File: config.mk
export PLATFORM = sky130hd
export DESIGN_NAME = psfm_core
export DESIGN_NICKNAME = d
export VERILOG_FILES = /design/src/core/psfm_pkg.sv /design/src/core/psfm_core.sv /design/src/core/psfm_spi_slave.sv
export SDC_FILE = /design/constraint.sdc
export NUM_CORES = 1
export LEC_CHECK = 0
export BUFFER_PORTS_ARGS = -buffer_cell sky130_fd_sc_hd__buf_4
export CORE_MARGIN = 1.5
export CORE_UTILIZATION = 40
export CTS_BUF_LIST = sky130_fd_sc_hd__clkbuf_16
export DETAILED_ROUTE_END_ITERATION = 7
export SYNTH_ARGS = -nofsm -noshare
export SYNTH_HDL_FRONTEND = slang
export SYNTH_SLANG_ARGS = --single-unit
File: constraint.sdc
create_clock -name clk -period 5.9 [get_ports clk]
set_input_delay 0.59 -clock clk [delete_from_list [all_inputs] [get_ports clk]]
set_output_delay 0.59 -clock clk [all_outputs]
set_load 0.01 [all_outputs]
File: src/core/psfm_pkg.sv
// shared constants and carrier types for the power sequencer and fault monitor
// assumes every input is already synchronous to the 25 MHz clock
package psfm_pkg;

   // register addresses as carried in the serial command byte
   localparam logic [6:0] ADDR_FAULT_STATUS   = 7'h0c;
   localparam logic [6:0] ADDR_FAULT_CONFIG   = 7'h0d;
   localparam logic [6:0] ADDR_LOW_VIN_WARN   = 7'h10;
   localparam logic [6:0] ADDR_UV_SHUTDOWN    = 7'h11;
   localparam logic [6:0] ADDR_SUPPLY_CTRL    = 7'h12;

   // fault_status bit positions
   localparam int FLT_SUPPLY         = 0;
   localparam int FLT_ILLUM          = 1;
   localparam int FLT_MIRROR_BLOCK   = 2;
   localparam int FLT_POWER_REQUEST  = 3;
   localparam int FLT_LOW_VIN_WARN   = 4;
   localparam int FLT_UV_SHUTDOWN    = 5;
   localparam int FLT_OVERHEAT_WARN  = 6;
   localparam int FLT_THERMAL_SHUT   = 7;

   // supply_ctrl bit positions
   localparam int CTRL_GP_BUCK       = 0;
   localparam int CTRL_STATE_LSB     = 1;

   // reset values
   localparam logic [7:0] FAULT_STATUS_RST  = 8'h00;
   localparam logic [7:0] FAULT_CONFIG_RST  = 8'hff;
   localparam logic [4:0] WARN_THR_RST      = 5'h14;
   localparam logic [4:0] UV_THR_RST        = 5'h0a;

   // die temperature in degrees C, hysteresis below each trip level
   localparam logic [7:0] TEMP_WARN_SET     = 8'h78;
   localparam logic [7:0] TEMP_WARN_HYST    = 8'h0a;
   localparam logic [7:0] TEMP_SHUT_SET     = 8'h96;
   localparam logic [7:0] TEMP_SHUT_HYST    = 8'h0f;
   localparam logic [7:0] TEMP_WARN_CLR     = TEMP_WARN_SET - TEMP_WARN_HYST;
   localparam logic [7:0] TEMP_SHUT_CLR     = TEMP_SHUT_SET - TEMP_SHUT_HYST;

   // serial framing: first byte is {write, addr[6:0]}, second is data
   localparam logic [2:0] SPI_LAST_BIT      = 3'h7;
   localparam int         SPI_WR_BIT        = 7;

   typedef enum logic [3:0] {
      ST_OFF,
      ST_CORE_UP,
      ST_AUX_UP,
      ST_BUCK_UP,
      ST_LDO_UP,
      ST_MIRROR_UP,
      ST_RUN,
      ST_SHUTDOWN
   } psfm_state_e;

   typedef struct packed {
      logic       core_2v5_supply;
      logic       core_5v_supply;
      logic [2:0] aux_5v5;        // main, reset driver, illumination
      logic [1:0] buck;           // controller_buck_b, controller_buck_a
      logic [1:0] ldo;            // mirror_ldo_b, mirror_ldo_a
   } psfm_pgood_s;

   typedef struct packed {
      logic supply;
      logic illum;
      logic mirror_block;
   } psfm_block_faults_s;

   typedef struct packed {
      logic core_supply;
      logic main_5v5_regulator;
      logic reset_driver_5v5_regulator;
      logic illumination_5v5_regulator;
      logic controller_buck_a;
      logic controller_buck_b;
      logic mirror_ldo_a;
      logic mirror_ldo_b;
      logic general_purpose_buck;
      logic mirror_regulator;
   } psfm_rails_s;

   typedef struct packed {
      logic       wr;
      logic       rd;
      logic [6:0] addr;
      logic [7:0] wdata;
   } psfm_req_s;

   typedef struct packed {
      logic       sclk_prev;
      logic [2:0] bitcnt;
      logic       second_byte;
      logic [7:0] rx;
      logic [7:0] cmd;
      logic [7:0] tx;
      logic       miso;
      logic       miso_oe;
      psfm_req_s  req;
   } psfm_spi_s;

   typedef struct packed {
      psfm_state_e state;
      psfm_rails_s rails;
      logic        reset_out;
      logic        int_n;
      logic [7:0]  status;
      logic [7:0]  config_bits;
      logic [4:0]  warn_thr;
      logic [4:0]  uv_thr;
      logic        gp_req;
      logic        req_prev;
      logic        warn_hot;
      logic        shut_hot;
   } psfm_core_s;

endpackage

File: src/core/psfm_core.sv
// power sequencer and fault monitor: start-up order, shutdown and fault flags
// assumes power-good, fault and measurement inputs are synchronous to clk
// How it works
// - power request high enables core supplies
// - sequencer waits for both core regulators
// - three 5.5 V regulators before any buck
// - controller bucks, then mirror-array LDOs
// - reset output high once supplies are up
// - general buck by command, only after reset
// - mirror-array regulator starts as last step
// - fault type recorded in status register 0x0C
// - interrupt asserted on any monitored fault
// - register 0x0D selects which conditions count
// - supply, illumination, mirror, request flags
// - low-input warning; undervoltage forces shutdown
// - 5-bit thresholds at 0x10 and 0x11
// - overheat warning and shutdown flags reported
// - thermal shutdown level drops all rails but core supply
// - thermal flags clear only after hysteresis
module psfm_core
   import psfm_pkg::*;
(
   input  wire logic               clk,
   input  wire logic               rst,
   input  wire logic               power_request_in,
   input  wire psfm_pgood_s        pgood,
   input  wire psfm_block_faults_s block_faults,
   input  wire logic [4:0]         vin_code,
   input  wire logic [7:0]         die_temp_c,
   input  wire logic               spi_sclk,
   input  wire logic               spi_cs_n,
   input  wire logic               spi_mosi,
   output logic                    spi_miso,
   output logic                    spi_miso_oe,
   output psfm_rails_s             rails,
   output logic                    reset_out,
   output logic                    int_n
);

   psfm_core_s  s_q;
   psfm_core_s  s_d;
   psfm_req_s   req;
   logic [7:0]  rdata;
   logic [7:0]  set_bits;
   logic [7:0]  clr_bits;
   logic        uv_now;
   logic        low_vin_now;
   logic        shut_now;

   // measured input below a programmed threshold code
   function automatic logic below(input logic [4:0] code, input logic [4:0] thr);
      below = (code < thr);
   endfunction

   // every sequenced rail off, core supply left to the request pin
   function automatic psfm_rails_s rails_down(input logic core_on);
      rails_down             = '0;
      rails_down.core_supply = core_on;
   endfunction

   psfm_spi_slave u_spi (
      .clk     (clk),
      .rst     (rst),
      .sclk    (spi_sclk),
      .cs_n    (spi_cs_n),
      .mosi    (spi_mosi),
      .rdata   (rdata),
      .miso    (spi_miso),
      .miso_oe (spi_miso_oe),
      .req     (req)
   );

   // read mux; unmapped addresses read as zero
   always_comb begin
      case (req.addr)
         ADDR_FAULT_STATUS: rdata = s_q.status;
         ADDR_FAULT_CONFIG: rdata = s_q.config_bits;
         ADDR_LOW_VIN_WARN: rdata = {3'h0, s_q.warn_thr};
         ADDR_UV_SHUTDOWN:  rdata = {3'h0, s_q.uv_thr};
         ADDR_SUPPLY_CTRL:  rdata = {3'h0, s_q.state, s_q.gp_req};
         default:           rdata = 8'h00;
      endcase
   end

   // comparators on the live measurements
   assign uv_now      = below(vin_code, s_q.uv_thr);
   assign low_vin_now = below(vin_code, s_q.warn_thr);

   always_comb begin
      s_d = s_q;

      // thermal trip levels with hysteresis on the way down
      if (die_temp_c >= TEMP_WARN_SET) begin
         s_d.warn_hot = 1'b1;
      end else if (die_temp_c < TEMP_WARN_CLR) begin
         s_d.warn_hot = 1'b0;
      end
      if (die_temp_c >= TEMP_SHUT_SET) begin
         s_d.shut_hot = 1'b1;
      end else if (die_temp_c < TEMP_SHUT_CLR) begin
         s_d.shut_hot = 1'b0;
      end
      // shutdown uses the same-cycle trip so a hot die is never a cycle late
      shut_now = uv_now | s_d.shut_hot;

      // fault events, gated by the configuration mask
      set_bits                    = '0;
      set_bits[FLT_SUPPLY]        = block_faults.supply;
      set_bits[FLT_ILLUM]         = block_faults.illum;
      set_bits[FLT_MIRROR_BLOCK]  = block_faults.mirror_block;
      set_bits[FLT_POWER_REQUEST] = power_request_in & ~s_q.req_prev;
      set_bits[FLT_LOW_VIN_WARN]  = low_vin_now;
      set_bits[FLT_UV_SHUTDOWN]   = uv_now;
      set_bits[FLT_OVERHEAT_WARN] = s_d.warn_hot;
      set_bits[FLT_THERMAL_SHUT]  = s_d.shut_hot;
      set_bits                    = set_bits & s_q.config_bits;
      s_d.req_prev                = power_request_in;

      // clear on read; a new event in the same cycle still lands
      clr_bits = (req.rd && req.addr == ADDR_FAULT_STATUS) ? 8'hff : 8'h00;
      s_d.status = (s_q.status & ~clr_bits) | set_bits;

      // register writes; fault_status is read-only
      if (req.wr) begin
         case (req.addr)
            ADDR_FAULT_CONFIG: s_d.config_bits = req.wdata;
            ADDR_LOW_VIN_WARN: s_d.warn_thr    = req.wdata[4:0];
            ADDR_UV_SHUTDOWN:  s_d.uv_thr      = req.wdata[4:0];
            ADDR_SUPPLY_CTRL:  s_d.gp_req      = req.wdata[CTRL_GP_BUCK];
            default: ;
         endcase
      end

      // start-up sequencer; loss of request or a shutdown fault overrides it
      if (!power_request_in) begin
         s_d.state     = ST_OFF;
         s_d.rails     = rails_down(1'b0);
         s_d.reset_out = 1'b0;
      end else if (shut_now) begin
         s_d.state     = ST_SHUTDOWN;
         s_d.rails     = rails_down(1'b1);
         s_d.reset_out = 1'b0;
      end else begin
         case (s_q.state)
            ST_OFF: begin
               s_d.rails.core_supply = 1'b1;
               s_d.state             = ST_CORE_UP;
            end
            ST_CORE_UP: begin
               if (pgood.core_2v5_supply && pgood.core_5v_supply) begin
                  s_d.rails.main_5v5_regulator         = 1'b1;
                  s_d.rails.reset_driver_5v5_regulator = 1'b1;
                  s_d.rails.illumination_5v5_regulator = 1'b1;
                  s_d.state                            = ST_AUX_UP;
               end
            end
            ST_AUX_UP: begin
               if (&pgood.aux_5v5) begin
                  s_d.rails.controller_buck_a = 1'b1;
                  s_d.rails.controller_buck_b = 1'b1;
                  s_d.state                   = ST_BUCK_UP;
               end
            end
            ST_BUCK_UP: begin
               if (&pgood.buck) begin
                  s_d.rails.mirror_ldo_a = 1'b1;
                  s_d.rails.mirror_ldo_b = 1'b1;
                  s_d.state              = ST_LDO_UP;
               end
            end
            ST_LDO_UP: begin
               if (&pgood.ldo) begin
                  s_d.reset_out = 1'b1;
                  s_d.state     = ST_MIRROR_UP;
               end
            end
            ST_MIRROR_UP: begin
               s_d.rails.mirror_regulator = 1'b1;
               s_d.state                  = ST_RUN;
            end
            ST_RUN: begin
               s_d.state = ST_RUN;
            end
            ST_SHUTDOWN: begin
               s_d.state = ST_OFF;      // fault gone: run the start-up again
            end
            default: begin
               s_d.state     = ST_OFF;
               s_d.rails     = rails_down(1'b0);
               s_d.reset_out = 1'b0;
            end
         endcase
      end

      // the general buck follows its command only while reset is released
      s_d.rails.general_purpose_buck = s_d.gp_req & s_d.reset_out;

      // level interrupt, active low, while any enabled flag stands
      s_d.int_n = ~|(s_d.status & s_d.config_bits);
   end

   // state register
   always_ff @(posedge clk) begin
      if (rst) begin
         s_q             <= '0;
         s_q.state       <= ST_OFF;
         s_q.int_n       <= 1'b1;
         s_q.status      <= FAULT_STATUS_RST;
         s_q.config_bits <= FAULT_CONFIG_RST;
         s_q.warn_thr    <= WARN_THR_RST;
         s_q.uv_thr      <= UV_THR_RST;
      end else begin
         s_q <= s_d;
      end
   end

   assign rails     = s_q.rails;
   assign reset_out = s_q.reset_out;
   assign int_n     = s_q.int_n;
endmodule

File: src/core/psfm_spi_slave.sv
// serial register port: mode 0, msb first, two bytes per access
// assumes sclk, cs_n and mosi are synchronous and sclk is slow against clk
module psfm_spi_slave
   import psfm_pkg::*;
(
   input  wire logic       clk,
   input  wire logic       rst,
   input  wire logic       sclk,
   input  wire logic       cs_n,
   input  wire logic       mosi,
   input  wire logic [7:0] rdata,
   output logic            miso,
   output logic            miso_oe,
   output psfm_req_s       req
);

   psfm_spi_s s_q;
   psfm_spi_s s_d;
   logic      rise;
   logic      fall;
   logic [7:0] rx_next;

   // edges are found by comparing against the last sampled level
   assign rise    = sclk & ~s_q.sclk_prev;
   assign fall    = ~sclk & s_q.sclk_prev;
   assign rx_next = {s_q.rx[6:0], mosi};

   // frame decode and shift registers
   always_comb begin
      s_d           = s_q;
      s_d.sclk_prev = sclk;
      s_d.req.wr    = 1'b0;
      s_d.req.rd    = 1'b0;
      if (cs_n) begin
         s_d.bitcnt      = '0;
         s_d.second_byte = 1'b0;
         s_d.miso_oe     = 1'b0;
         s_d.miso        = 1'b0;
      end else begin
         s_d.miso_oe = 1'b1;
         if (s_q.req.rd) begin
            s_d.tx = rdata;                 // load wins over a shift
         end else if (fall) begin
            s_d.miso = s_q.tx[7];
            s_d.tx   = {s_q.tx[6:0], 1'b0};
         end
         if (rise) begin
            s_d.rx     = rx_next;
            s_d.bitcnt = s_q.bitcnt + 3'h1;
            if (s_q.bitcnt == SPI_LAST_BIT) begin
               s_d.second_byte = ~s_q.second_byte;
               if (!s_q.second_byte) begin
                  s_d.cmd      = rx_next;
                  s_d.req.addr = rx_next[6:0];
                  s_d.req.rd   = ~rx_next[SPI_WR_BIT];
               end else begin
                  s_d.req.addr  = s_q.cmd[6:0];
                  s_d.req.wdata = rx_next;
                  s_d.req.wr    = s_q.cmd[SPI_WR_BIT];
               end
            end
         end
      end
   end

   // state register
   always_ff @(posedge clk) begin
      if (rst) begin
         s_q <= '0;
      end else begin
         s_q <= s_d;
      end
   end

   assign miso    = s_q.miso;
   assign miso_oe = s_q.miso_oe;
   assign req     = s_q.req;
endmodule

==> reports/metrics.yaml, run 1 <==
rr_startpoint: "u_spi.s_q[47]$_SDFF_PP0_"
yosys.area.top_type: "dfxtp_1"
worstPathRequired_ps: 6090
synth_area_um2: 4076
synth_top_cells_by_area: "dfxtp_1, mux2i_1, nor2_1, a21oi_1, nand2_1"
route.detailed.drc: 0
die_area_um2: 10810
critPathMaxFanout: 23
num_vias: 3335
portBuffers: 44
synth_top_area_share_pct: 43.22
hold_violations: 0
synth_cell_types: 61
utilization_pct: 47.31
period_minus_slack_ps: 2908
multi_input_area_um2: 2066
core-area_um2: 9819
yosysWarnings: 0
cp.arrival_ps: 3100
yosysMostFrequentCell: "dfxtp_1"
syn_area_per_cell_um2: 8.843
hold_start: "u_spi.s_q[27]$_SDFFE_PP0P_"
ys_ff_latch: 88
cts-root-buf: "clkbuf_16"
clk_latency_ps: 340
ff_latch_area_um2: 1762
track_usage_pct: 18.34
syn_inst: 461
clock_sinks: 88
tightest_slew_ps: 1014
cts_tree: "built"
clk_path_buf_depth: 2
drtIter0Drc: 110
grt_pass1_wl_mm: 15.84
critPathLaunch: "spi_sclk"
num_rows: 36
status: "completed"
irDropWorstVdd_v: 0.0001337
drive_gt1_share_pct: 14.40
num_antenna_cells: 0
die_h_um: 104.0
grt_pass1_vias: 3214
synth_fp_nets: 502
routedWlPerCell_um: 15.41
rsz0062_at_grt: "false"
critPathKind: "in2reg"
synth_flop_cell: "dfxtp_1"
relSlewSlack_pct: 32.28
cts-resized-gates: 0
setup_violations: 0
start_util_pct: 41.51
antenna_found_initial: 0
holdBufCountCts: 0
numCtsBuffers: 9
area_growth_syn_to_layout_pct: 13.97
grt_max_degree: 61
routed_wl_mm: 9.538
critPathCaptureType: "flip-flop"
fmaxAchievable_ghz: 0.3439
cp-start-kind: "input pin"
n_fill_cell: 984
grt.overflow.total: 0
nets: 522
io_pins: 45
clk_pin_slew_ps: 60
finClkSkew_ps: 11.15
htreeDepth: 3
powerDensity_nw_per_um2: 255.4
routed_via_density: 5.388
post-cts-setup-buffer-count: 0
async_flop_share_pct: 0
drtPass1Iterations: 4
fin_crit_sh_pct: 49.29
synth-edff-count: 0
yosysSeqAreaShare_pct: 43.22
yosys-top-cells-count: "dfxtp_1, nor2_1, nand2_1"
ant_nets: 0
dpl.hpwl_mm: 6.896
finalSetupTns_ps: 0
drv_cap: 0
slew_violations: 0
die_w_um: 104.0
gp_congestion: 0.8796
min_path_type: "reg2reg"
leakagePower_nw: 1.806
==> placed cells by master (no fill, tap or decap), types with 3 or more instances in the layout <==
cell       count
nand3_1       14
nor2b_1       11
dfxtp_1       88
mux2i_1       38
a221oi_1       4
nand4_1        3
nor2_1        58
a31oi_1        4
inv_1         20
a22oi_1        8
nor3_1        10
or2_2          3
a21oi_1       34
o21a_1         4
buf_4         44
a211oi_1      12
nand2_1       40
ha_1          10
o211ai_1       4
o31ai_1        3
clkbuf_16      9
nand2b_1       3
o21ai_0       17
==> power by group <==
group | internal [mW] | total (mW) | switching, mW
Clock | 0.278 | 0.502 | 0.224
Sequential | 0.604 | 0.614 | 0.00913
Combinational | 0.0333 | 0.0712 | 0.0379
==> area by class of cell <==
type / count / share of cell area, %
clock buffers: 9 / 4.848
clock inverters: 7 / 0.7002
inverters: 17 / 1.374
multi-input cells: 321 / 44.47
flip-flops and latches: 88 / 37.92
well taps: 133 / 3.582
repair buffers: 44 / 7.110
==> final timing paths <==
check | to | slack [ps] | depth (start not counted)
worst max-delay path | u_spi.req[1]$_SDFFE_PP0P_ | 2990 | 7
worst min-delay path | u_spi.s_q[27]$_SDFFE_PP0P_ | 480 | 2
worst max register to register | u_spi.req[1]$_SDFFE_PP0P_ | 3040 | 6
worst min register to register | u_spi.s_q[27]$_SDFFE_PP0P_ | 480 | 2
==> stage by stage <==
step | area [um^2] | power [mW] | hold slack (ps) | setup slack, ps | std cells
CTS | 4646 | 1.199 | 473.6 | 2987 | 619
floorplan | 4076 | 0.6671 | 435.7 | 3873 | 461
finish | 4646 | 1.187 | 480.3 | 2992 | 619
detailed placement | 4388 | 0.6981 | 473.5 | 2637 | 603
global route | 4646 | 1.231 | 500.3 | 2717 | 619
global placement | 4388 | 0.6964 | 463.5 | 2768 | 603
==> flip-flops by register name, indices dropped and copies added (netlist names) <==
register / cells
u_spi.req: 17
rails: 6
reset_out: 1
int_n: 1
s_q: 33
u_spi.miso_oe: 1
u_spi.rx_next: 7
u_spi.s_q: 21
u_spi.miso: 1
==> per-layer routing <==
layer	share of wire, %	global-route usage (%)	up-vias
li1	-	-	1662
met1	45	22.88	1583
met2	48	30.70	76
met3	4.4	2.820	14
met4	2.2	9.226	0
met5	0	0	-
==> worst max-delay path, stage by stage <==
cell and delay [ps]:
buf_4 90, nor2b_1 370, nor2b_1 760, and2_1 690, nand2_1 350, nand2_1 170, a21oi_1 70
==> logic make-up (layout without fill, tap and decap cells) <==
logic type,Yosys count,in the layout,share of synthesized area [%]
compound gates,104,104,16.54
simple gates,165,165,20.81
mux,39,39,9.607
fa+ha+maj,10,10,3.069
buf+inv,52,77,6.108
xor+xnor,3,3,0.6447
flops,88,88,43.22
Note: power is estimated with default switching activity, not from simulation.
==> run 2: changes to the inputs <==
Clock period 5.9 ns to 2.7 ns, I/O delays scaled along.
==> reports/metrics.yaml, run 2 (same netlist as run 1, synthesis figures left out) <==
numCtsBuffers: 9
routed_wl_mm: 9.592
drive_gt1_share_pct: 15.85
portBuffers: 44
relSlewSlack_pct: 36.50
gp_congestion: 0.9083
htreeDepth: 3
routed_via_density: 5.326
grt_pass1_wl_mm: 15.69
rsz0062_at_grt: "false"
cp-start-kind: "flip-flop"
period_minus_slack_ps: 2303
mostFrequentLayoutCells: "dfxtp_1, nor2_1, buf_4"
holdBufCountCts: 0
critPathCaptureType: "flip-flop"
pre_cts_ws_ps: 441.5
area_growth_syn_to_layout_pct: 15.25
cp.arrival_ps: 2530
rr_startpoint: "u_spi.req[12]$_SDFFE_PP0P_"
setup_ws_ps: 397.4
tightest_slew_ps: 951.3
powerDensity_nw_per_um2: 556.8
clk_latency_ps: 340
min_path_type: "in2reg"
cts-root-buf: "clkbuf_16"
drv_cap: 0
start_util_pct: 41.51
num_vias: 3329
hold_depth: 2
cts-resized-gates: 0
drtPass1Iterations: 5
cts_tree: "built"
die_h_um: 104.0
final_common_cell: "dfxtp_1"
worstPathRequired_ps: 2930
grt_pass1_vias: 3151
critPathKind: "reg2reg"
drtIter0Drc: 166
clock_sinks: 88
leakagePower_nw: 1.827
n_fill_cell: 993
r2r_cells: 6
route.detailed.drc: 0
largest_register_ffs: 33
rrSetupSlack_ps: 400
setup_violations: 0
grt.overflow.total: 0
finalHoldWorstSlack_ps: 173.8
largest-register: "s_q"
io_pins: 45
finClkSkew_ps: 6.001
ant_nets: 0
finalPower_mw: 2.616
nets: 528
worstReg2RegEnd: "int_n$_SDFF_PP1_"
status: "completed"
hold_start: "spi_sclk"
finalSetupTns_ps: 0
die_area_um2: 10810
clk_pin_slew_ps: 60
post-cts-setup-buffer-count: 0
antenna_found_initial: 0
hold_end: "u_spi.s_q[47]$_SDFF_PP0_"
core-area_um2: 9819
num_rows: 36
grt_max_degree: 60
irDropWorstVdd_v: 0.0002831
hold_violations: 0
routedWlPerCell_um: 15.35
die_w_um: 104.0
dpl.hpwl_mm: 6.843
clk_path_buf_depth: 2
track_usage_pct: 18.00
num_antenna_cells: 0
fmaxAchievable_ghz: 0.4343
slew_violations: 0
fin_crit_sh_pct: 85.28
critPathMaxFanout: 11
run 2: cell types whose count changed in the layout (fill, tap and decap cells not counted):
cell | before | now
inv_1 | 20 | 18
clkinvlp_4 | 0 | 2
buf_4 | 44 | 50
run 2: critical path, cell delays in order, from the launching register on:
cell and delay [ps]:
dfxtp_1 360, nor4b_4 470, nand4bb_2 390, a22oi_1 340, a21oi_1 90, or3_1 320, o41ai_2 230
run 2: layout make-up:
class	count	area, um^2	area share, %
clock inverters	7	40.04	0.8522
inverters	17	63.81	1.358
multi-input cells	321	2066	43.97
repair buffers	50	375.4	7.989
well taps	133	166.4	3.542
clock buffers	9	225.2	4.794
flip-flops and latches	88	1762	37.50
run 2: worst max path at each step:
| stage | slack, ps | start | to | cells after the start |
|---|---|---|---|---|
| floorplan | 840 | u_spi.req[15]$_SDFF_PP0_ | int_n$_SDFF_PP1_ | 7 |
| global placement | 550 | u_spi.req[12]$_SDFFE_PP0P_ | int_n$_SDFF_PP1_ | 6 |
| detailed placement | 440 | u_spi.req[11]$_SDFFE_PP0P_ | int_n$_SDFF_PP1_ | 6 |
| CTS | 410 | u_spi.req[12]$_SDFFE_PP0P_ | int_n$_SDFF_PP1_ | 6 |
| global route | 240 | u_spi.req[11]$_SDFFE_PP0P_ | int_n$_SDFF_PP1_ | 6 |
| finish | 400 | u_spi.req[12]$_SDFFE_PP0P_ | int_n$_SDFF_PP1_ | 6 |
run 2: per-stage QoR:
step	std cells	util, %	instance area (um^2)
after floorplan	461	-	4076
after global placement	609	45.15	4433
after detailed placement	609	45.15	4433
after CTS	625	47.85	4698
after global routing	625	47.85	4698
final	625	47.85	4698
run 2: metal layers:
layer	track usage (%)	vias up	wire, um
li1	-	1673	-
met1	22.70	1535	4352
met2	29.42	102	4513
met3	4.135	19	499
met4	7.837	0	227
met5	0	-	0
run 2: report_power, final:
group	total, mW	switching, mW	internal [mW]
Sequential	1.34	0.0194	1.32
Combinational	0.162	0.0858	0.0757
Clock	1.11	0.501	0.613
Total	2.62	0.606	2.01
